`src/logic/fhs_pkg.sv`:
```
package fhs_pkg;
	// Switching cycles held off after an overcurrent trip
	localparam int OC_WAIT_CYCLES = 4096;
	localparam logic [11:0] OC_WAIT_LAST = 12'hfff;
	// Soft-start delay and per-step spacing, in switching cycles
	localparam int SS_STEP_CYCLES = 16;
	localparam logic [11:0] SS_STEP_LAST = 12'h00f;
	localparam logic [11:0] CNT_RESET = 12'h000;
	localparam logic [7:0] REF_RESET = 8'h00;
	localparam logic [7:0] REF_STEP = 8'h01;
	// Filtered input vector layout
	localparam int IN_W = 9;
	localparam int IN_DRV = 0;
	localparam int IN_CTL = 1;
	localparam int IN_EN = 2;
	localparam int IN_OPEN = 3;
	localparam int IN_OC = 4;
	localparam int IN_UV = 5;
	localparam int IN_OV = 6;
	localparam int IN_PH = 7;
	localparam int IN_SPARE = 8;
	localparam logic [IN_W-1:0] IN_RESET = 9'h000;
	typedef enum logic [6:0] {
		ST_PREPOR = 7'h01,
		ST_SHUTDOWN = 7'h02,
		ST_SSDELAY = 7'h04,
		ST_RAMP = 7'h08,
		ST_RUN = 7'h10,
		ST_OCWAIT = 7'h20,
		ST_OPENSENSE = 7'h40
	} fhs_state_t;
endpackage

```
`src/logic/fhs_fault_hiccup_sequencer.sv`:
```
`timescale 1ns/1ps
`default_nettype none
// Overview of operation
// - Before both biases pass reset level, keep low gate pulled to switch node.
// - Losing either bias returns to pre-reset protection, abandoning active drive.
// - Open-sense comparator trip shuts the controller down.
// - When open-sense trip clears, restart from the very start of soft-start.
// - Overcurrent comparator trip declares an overcurrent event.
// - Entering overcurrent shutdown turns off upper and lower drive at once.
// - Hold overcurrent all-off state exactly 4096 switching cycles.
// - At end of wait, begin new soft-start if still enabled.
// - Repeat trip, wait, retry without limit while fault persists.
// - Pull power-good low on undervoltage, overvoltage or overcurrent.
// - Soft-start waits 16 cycles, then one 12.5mV step every 16 cycles.
// - In shutdown the pulse-width outputs are high impedance.
module fhs_fault_hiccup_sequencer (
	input wire logic mclk,
	input wire logic reset,
	input wire logic driverBiasOk,
	input wire logic ctrlBiasOk,
	input wire logic enable,
	input wire logic openSenseTrip,
	input wire logic overcurrentTrip,
	input wire logic underVoltTrip,
	input wire logic overVoltTrip,
	input wire logic phaseClk,
	input wire logic [7:0] refTarget,
	output logic lowGatePullEn,
	output logic pwmDriveEn,
	output logic powerGoodOutOe,
	output logic powerGoodOutO,
	output logic overcurrentEvent,
	output logic [7:0] refCode
);
	logic [fhs_pkg::IN_W-1:0] meta1_r, meta2_r, meta3_r, filt_r, filtNxt;
	logic [7:0] tgt1_r, tgt2_r, tgt3_r, tgt_r, tgtNxt;
	logic phaseD_r;
	logic tick, biasOk, fOpen, fOc, fEn;
	fhs_pkg::fhs_state_t state_r, stateNxt;
	logic [11:0] cnt_r, cntNxt;
	logic [7:0] ref_r, refNxt;
	logic pull_r, pullNxt, pwm_r, pwmNxt, pgOe_r, pgOeNxt, ocEv_r, ocEvNxt;

	// A change is accepted only once the last two stages agree
	always_comb begin
		filtNxt = filt_r;
		tgtNxt = tgt_r;
		for (int i = 0; i < fhs_pkg::IN_W; i++) begin
			if (meta2_r[i] == meta3_r[i]) begin
				filtNxt[i] = meta3_r[i];
			end
		end
		if (tgt2_r == tgt3_r) begin
			tgtNxt = tgt3_r;
		end
	end

	always_ff @(posedge mclk or posedge reset) begin
		if (reset) begin
			meta1_r <= fhs_pkg::IN_RESET;
			meta2_r <= fhs_pkg::IN_RESET;
			meta3_r <= fhs_pkg::IN_RESET;
			filt_r <= fhs_pkg::IN_RESET;
			tgt1_r <= fhs_pkg::REF_RESET;
			tgt2_r <= fhs_pkg::REF_RESET;
			tgt3_r <= fhs_pkg::REF_RESET;
			tgt_r <= fhs_pkg::REF_RESET;
			phaseD_r <= 1'b0;
		end else begin
			meta1_r <= {1'b0, phaseClk, overVoltTrip, underVoltTrip, overcurrentTrip,
				openSenseTrip, enable, ctrlBiasOk, driverBiasOk};
			meta2_r <= meta1_r;
			meta3_r <= meta2_r;
			filt_r <= filtNxt;
			tgt1_r <= refTarget;
			tgt2_r <= tgt1_r;
			tgt3_r <= tgt2_r;
			tgt_r <= tgtNxt;
			phaseD_r <= filt_r[fhs_pkg::IN_PH];
		end
	end

	assign tick = filt_r[fhs_pkg::IN_PH] & ~phaseD_r;
	assign biasOk = filt_r[fhs_pkg::IN_DRV] & filt_r[fhs_pkg::IN_CTL];
	assign fOpen = filt_r[fhs_pkg::IN_OPEN];
	assign fOc = filt_r[fhs_pkg::IN_OC];
	assign fEn = filt_r[fhs_pkg::IN_EN];

	always_comb begin
		stateNxt = state_r;
		cntNxt = cnt_r;
		refNxt = ref_r;
		if (!biasOk) begin
			stateNxt = fhs_pkg::ST_PREPOR;
			cntNxt = fhs_pkg::CNT_RESET;
			refNxt = fhs_pkg::REF_RESET;
		end else begin
			case (state_r)
				fhs_pkg::ST_PREPOR: begin
					stateNxt = fhs_pkg::ST_SHUTDOWN;
				end
				fhs_pkg::ST_OPENSENSE: begin
					if (!fOpen) begin
						stateNxt = fhs_pkg::ST_SSDELAY;
						cntNxt = fhs_pkg::CNT_RESET;
						refNxt = fhs_pkg::REF_RESET;
					end
				end
				fhs_pkg::ST_SHUTDOWN: begin
					if (fOpen) begin
						stateNxt = fhs_pkg::ST_OPENSENSE;
					end else if (fEn) begin
						stateNxt = fhs_pkg::ST_SSDELAY;
						cntNxt = fhs_pkg::CNT_RESET;
						refNxt = fhs_pkg::REF_RESET;
					end
				end
				fhs_pkg::ST_OCWAIT: begin
					if (fOpen) begin
						stateNxt = fhs_pkg::ST_OPENSENSE;
						cntNxt = fhs_pkg::CNT_RESET;
					end else if (!fEn) begin
						stateNxt = fhs_pkg::ST_SHUTDOWN;
						cntNxt = fhs_pkg::CNT_RESET;
					end else if (tick) begin
						if (cnt_r == fhs_pkg::OC_WAIT_LAST) begin
							// Retry regardless of fault; a lasting fault trips again
							stateNxt = fhs_pkg::ST_SSDELAY;
							cntNxt = fhs_pkg::CNT_RESET;
							refNxt = fhs_pkg::REF_RESET;
						end else begin
							cntNxt = cnt_r + 12'h001;
						end
					end
				end
				default: begin
					if (fOpen) begin
						stateNxt = fhs_pkg::ST_OPENSENSE;
						cntNxt = fhs_pkg::CNT_RESET;
					end else if (!fEn) begin
						stateNxt = fhs_pkg::ST_SHUTDOWN;
						cntNxt = fhs_pkg::CNT_RESET;
					end else if (fOc) begin
						stateNxt = fhs_pkg::ST_OCWAIT;
						cntNxt = fhs_pkg::CNT_RESET;
					end else if (state_r != fhs_pkg::ST_RUN && tick) begin
						if (cnt_r != fhs_pkg::SS_STEP_LAST) begin
							cntNxt = cnt_r + 12'h001;
						end else begin
							cntNxt = fhs_pkg::CNT_RESET;
							if (state_r == fhs_pkg::ST_SSDELAY) begin
								stateNxt = (tgt_r == ref_r) ? fhs_pkg::ST_RUN : fhs_pkg::ST_RAMP;
							end else if (ref_r < tgt_r) begin
								refNxt = ref_r + fhs_pkg::REF_STEP;
								if (refNxt == tgt_r) begin
									stateNxt = fhs_pkg::ST_RUN;
								end
							end else begin
								stateNxt = fhs_pkg::ST_RUN;
							end
						end
					end
				end
			endcase
		end
		pullNxt = (stateNxt == fhs_pkg::ST_PREPOR);
		// PWM drive only while ramping or running; otherwise high impedance
		pwmNxt = (stateNxt == fhs_pkg::ST_RAMP) || (stateNxt == fhs_pkg::ST_RUN);
		pgOeNxt = !(stateNxt == fhs_pkg::ST_RUN) || filt_r[fhs_pkg::IN_UV] ||
			filt_r[fhs_pkg::IN_OV] || fOc;
		ocEvNxt = (stateNxt == fhs_pkg::ST_OCWAIT) && (state_r != fhs_pkg::ST_OCWAIT);
	end

	always_ff @(posedge mclk or posedge reset) begin
		if (reset) begin
			state_r <= fhs_pkg::ST_PREPOR;
			cnt_r <= fhs_pkg::CNT_RESET;
			ref_r <= fhs_pkg::REF_RESET;
			pull_r <= 1'b1;
			pwm_r <= 1'b0;
			pgOe_r <= 1'b1;
			ocEv_r <= 1'b0;
		end else begin
			state_r <= stateNxt;
			cnt_r <= cntNxt;
			ref_r <= refNxt;
			pull_r <= pullNxt;
			pwm_r <= pwmNxt;
			pgOe_r <= pgOeNxt;
			ocEv_r <= ocEvNxt;
		end
	end

	assign lowGatePullEn = pull_r;
	assign pwmDriveEn = pwm_r;
	assign powerGoodOutOe = pgOe_r;
	assign powerGoodOutO = 1'b0;
	assign overcurrentEvent = ocEv_r;
	assign refCode = ref_r;
endmodule
`default_nettype wire

```
`config.mk`:
```
export PLATFORM = sky130hd
export DESIGN_NAME = fhs_fault_hiccup_sequencer
export DESIGN_NICKNAME = d
export VERILOG_FILES = /design/src/logic/fhs_pkg.sv /design/src/logic/fhs_fault_hiccup_sequencer.sv
export SDC_FILE = /design/constraint.sdc
export NUM_CORES = 1
export LEC_CHECK = 0
export ABC_AREA = 1
export BUFFER_PORTS_ARGS = -buffer_cell sky130_fd_sc_hd__buf_2
export CORE_MARGIN = 2
export CORE_UTILIZATION = 60
export CTS_CLUSTER_DIAMETER = 200
export DETAILED_ROUTE_END_ITERATION = 10
export GPL_ROUTABILITY_DRIVEN = 0
export PLACE_DENSITY = 0.79
export SLEW_MARGIN = 0
export SYNTH_ARGS = -nofsm -noshare
export SYNTH_HDL_FRONTEND = slang
export SYNTH_SLANG_ARGS = --single-unit
```
`constraint.sdc`:
```
create_clock -name mclk -period 4.36 [get_ports mclk]
set_clock_uncertainty 0.2 [all_clocks]
set_input_delay 0.654 -clock mclk [delete_from_list [all_inputs] [get_ports mclk]]
set_output_delay 0.654 -clock mclk [all_outputs]
set_load 0.1 [all_outputs]
```
==> metrics <==
status=completed; critical path arrival=around 2.7 ns; area delta synth->final=10.5%; post-synthesis cell area=4510 um2; CTS hold repair buffers=0; routed vias=3420; number of distinct library cells after synthesis=45; starting DRC count in detailed routing=206; Chip Height=between 90 and 100 um; cell accounting for the most synthesized area=dfrtp_1; Final period util=60.1%; Net Count, Synth=530; total grt overflow=0; DRC=0; crit-path max FO=8; most frequent cells in the layout=105 x nand2_1, 93 x dfrtp_1, 64 x inv_1; WL final=8.43 mm; actual slew at the worst max-slew pin=approximately 0.95 ns; clock buffer count from CTS=9; Layout Cells excl Fill=644; EDFF count, synth=0; Required @ worst endpoint=~4.5 ns; Static Leakage=about 2.4 nW; Max Fclk=between 300 and 400 MHz; Synth Warn #=0; Nets=568; post-route cell area=4980 um2; Antenna Cells=0; clock tree buffer depth=2; die area=8220 um2; sequential element share of the synthesized area=approximately 53%; Port Buffers=29; number of global-route vias before repair=3279; final design utilization=68.7%; PwrDens=~400 nW/um2; post-DR wirelength/cell=~13 um; reg2reg path depth=13; global-route wire length before repair=approximately 14 mm; clock sinks=96; Pins Over Slew Limit=0; MaxCap Viol Count=0; Final Setup Violations=0; RR Endpoint=refCode[5]; Final Hold Fails=0; Yosys top cell area share=51.6%; Mapped Avg Cell Area=around 9.0 um2; First-pass DRT Iterations=5; IO Count=31; placed instance area=4770 um2; Starting Density=between 60% and 70%; Worst Setup End Kind=flip-flop; fin crit period=roughly 2.6 ns; routed wire length on met2=3.94 mm; clk_lat worst skew=0.38 ns; CTS tree=yes; min-delay src=tgt1_r[0]; setup tns final=0 ns; worst r2r src=refCode[5]; WHS=between 0.15 and 0.2 ns; CTS root buf=clkbuf_8; routed wl met3=496 um; H-tree levels=3; initial antenna violation count=0; clock-pin slew on the worst setup and hold paths=0.11 ns; post_cts resized=0; FFs w/ async S/R, synth=between 90% and 100%; GRT Resource Usage Total=about 22%; CP startpoint kind=flip-flop; drt via density=between 5 and 6; pin count of the biggest net entering global routing=just over 60; postcts setup bufs=0; Worst Hold Path Cells=0; Syn Inst Count=502; slew margin rel.=36.4%; #FFs+latches synth=between 90 and 100; Detailed Place HPWL=6.22 mm; Die Wd=90.7 um; M1 wire length=3.83 mm; FF-to-FF setup slack=1.74 ns; commonest non-fill, non-tap cell in the layout=nand2_1; main flop type after synthesis=dfrtp_1; row count=31; HP Class=reg -> reg; RSZ-0062 raised after global routing=false; worst hold endpoint=tgt2_r[0]; top cells by area, synth=dfrtp_1 52%, nand2_1 8.7%, inv_1 5.4%; kind of critical path=reg -> reg; dpl cells=around 630; Worst VDD drop=0.315 mV; post-route ant nets=0; layout cell share with drive strength beyond 1=17.4%; DR top layer=met4; total core area=7250 um2
-- final cells by class --
| cell class | instances | area (um2) |
|---|---|---|
| clock buffer | 9 | 124 |
| clock inverter | 7 | 85.1 |
| fill | 576 | 2270 |
| inverter | 74 | 282 |
| multi-input combinational | 328 | 1800 |
| sequential | 96 | 2410 |
| tap | 99 | 124 |
| timing repair buffer | 31 | 160 |
-- stage by stage --
| stage | setup slack [ns] | total power [W] |
|---|---|---|
| after floorplan | 1.01 | 0.00131 |
| after global placement | 1.92 | 0.00138 |
| after detailed placement | 1.78 | 0.00140 |
| after CTS | 1.75 | 0.00200 |
| after global routing | 1.43 | 0.00211 |
| final | 1.74 | 0.00199 |
-- critical path, stage by stage (launching register included) --
cell       delay, ns
dfrtp_1         0.47
ha_1            0.36
a21oi_1         0.12
or2_2           0.11
nand2_1         0.04
nor2_1          0.14
inv_1           0.07
nor2_1          0.12
nand3_1         0.09
nand2_1         0.08
o2111ai_2       0.16
nor3_4          0.37
nand2_1         0.08
o21ai_0         0.10
-- cell families (layout without fill, tap and decap cells) --
family                   Yosys count  count (layout)  share of synthesized area, %
flip-flops                        96              96                          53.4
XOR/XNOR                           9               9                          1.75
adder cells (fa/ha/maj)           18              18                          4.55
multiplexers                       1               1                         0.250
other                              1               1                        0.0832
buffers and inverters             78             121                          6.69
AND/OR/NAND/NOR                  242             242                          25.7
AO/OA/AOI/OAI                     57              57                          7.64
-- cells in the mapped netlist (5+ instances only) --
| cell type | count |
|---|---|
| nand4_1 | 13 |
| inv_1 | 65 |
| nand2_1 | 105 |
| ha_1 | 10 |
| nor2_1 | 50 |
| o21ai_1 | 6 |
| inv_2 | 7 |
| xor2_1 | 6 |
| nand3_1 | 37 |
| o21ai_0 | 18 |
| nor3_1 | 5 |
| nand2_2 | 5 |
| a21oi_1 | 22 |
| nor2_2 | 11 |
| maj3_1 | 8 |
| dfrtp_1 | 93 |
-- sequential cells by signal, summed over array words and instances (netlist names) --
register and cells:
tgt_r 8, overcurrentEvent 1, cnt_r 12, pwmDriveEn 1
state_r 7, tgt2_r 8, lowGatePullEn 1, tgt3_r 8
powerGoodOutOe 1, phaseD_r 1, meta2_r 8, refCode 8
tgt1_r 8, meta3_r 8, filt_r 8, meta1_r 8
-- per-layer routing --
layer,vias up,GRT usage [%]
met3,13,4.76
li1,1689,-
met4,0,9.23
met2,100,34.6
met1,1618,30.0
met5,-,0
-- worst max-delay path by stage --
| stage | from | cells after the start | end | slack (ns) |
|---|---|---|---|---|
| after floorplan | reset | 1 | cnt_r[0] | 1.01 |
| after global placement | refCode[5] | 13 | refCode[5] | 1.92 |
| after detailed placement | refCode[5] | 13 | refCode[5] | 1.78 |
| after CTS | refCode[5] | 13 | refCode[5] | 1.75 |
| after global routing | refCode[5] | 13 | refCode[0] | 1.43 |
| final | refCode[5] | 13 | refCode[5] | 1.74 |
-- power by group --
| group | internal [W] | switching, W |
|---|---|---|
| Sequential | 0.000949 | 0.0000425 |
| Combinational | 0.000125 | 0.000271 |
| Clock | 0.000277 | 0.000330 |
Power figures use the tool's default switching activity.
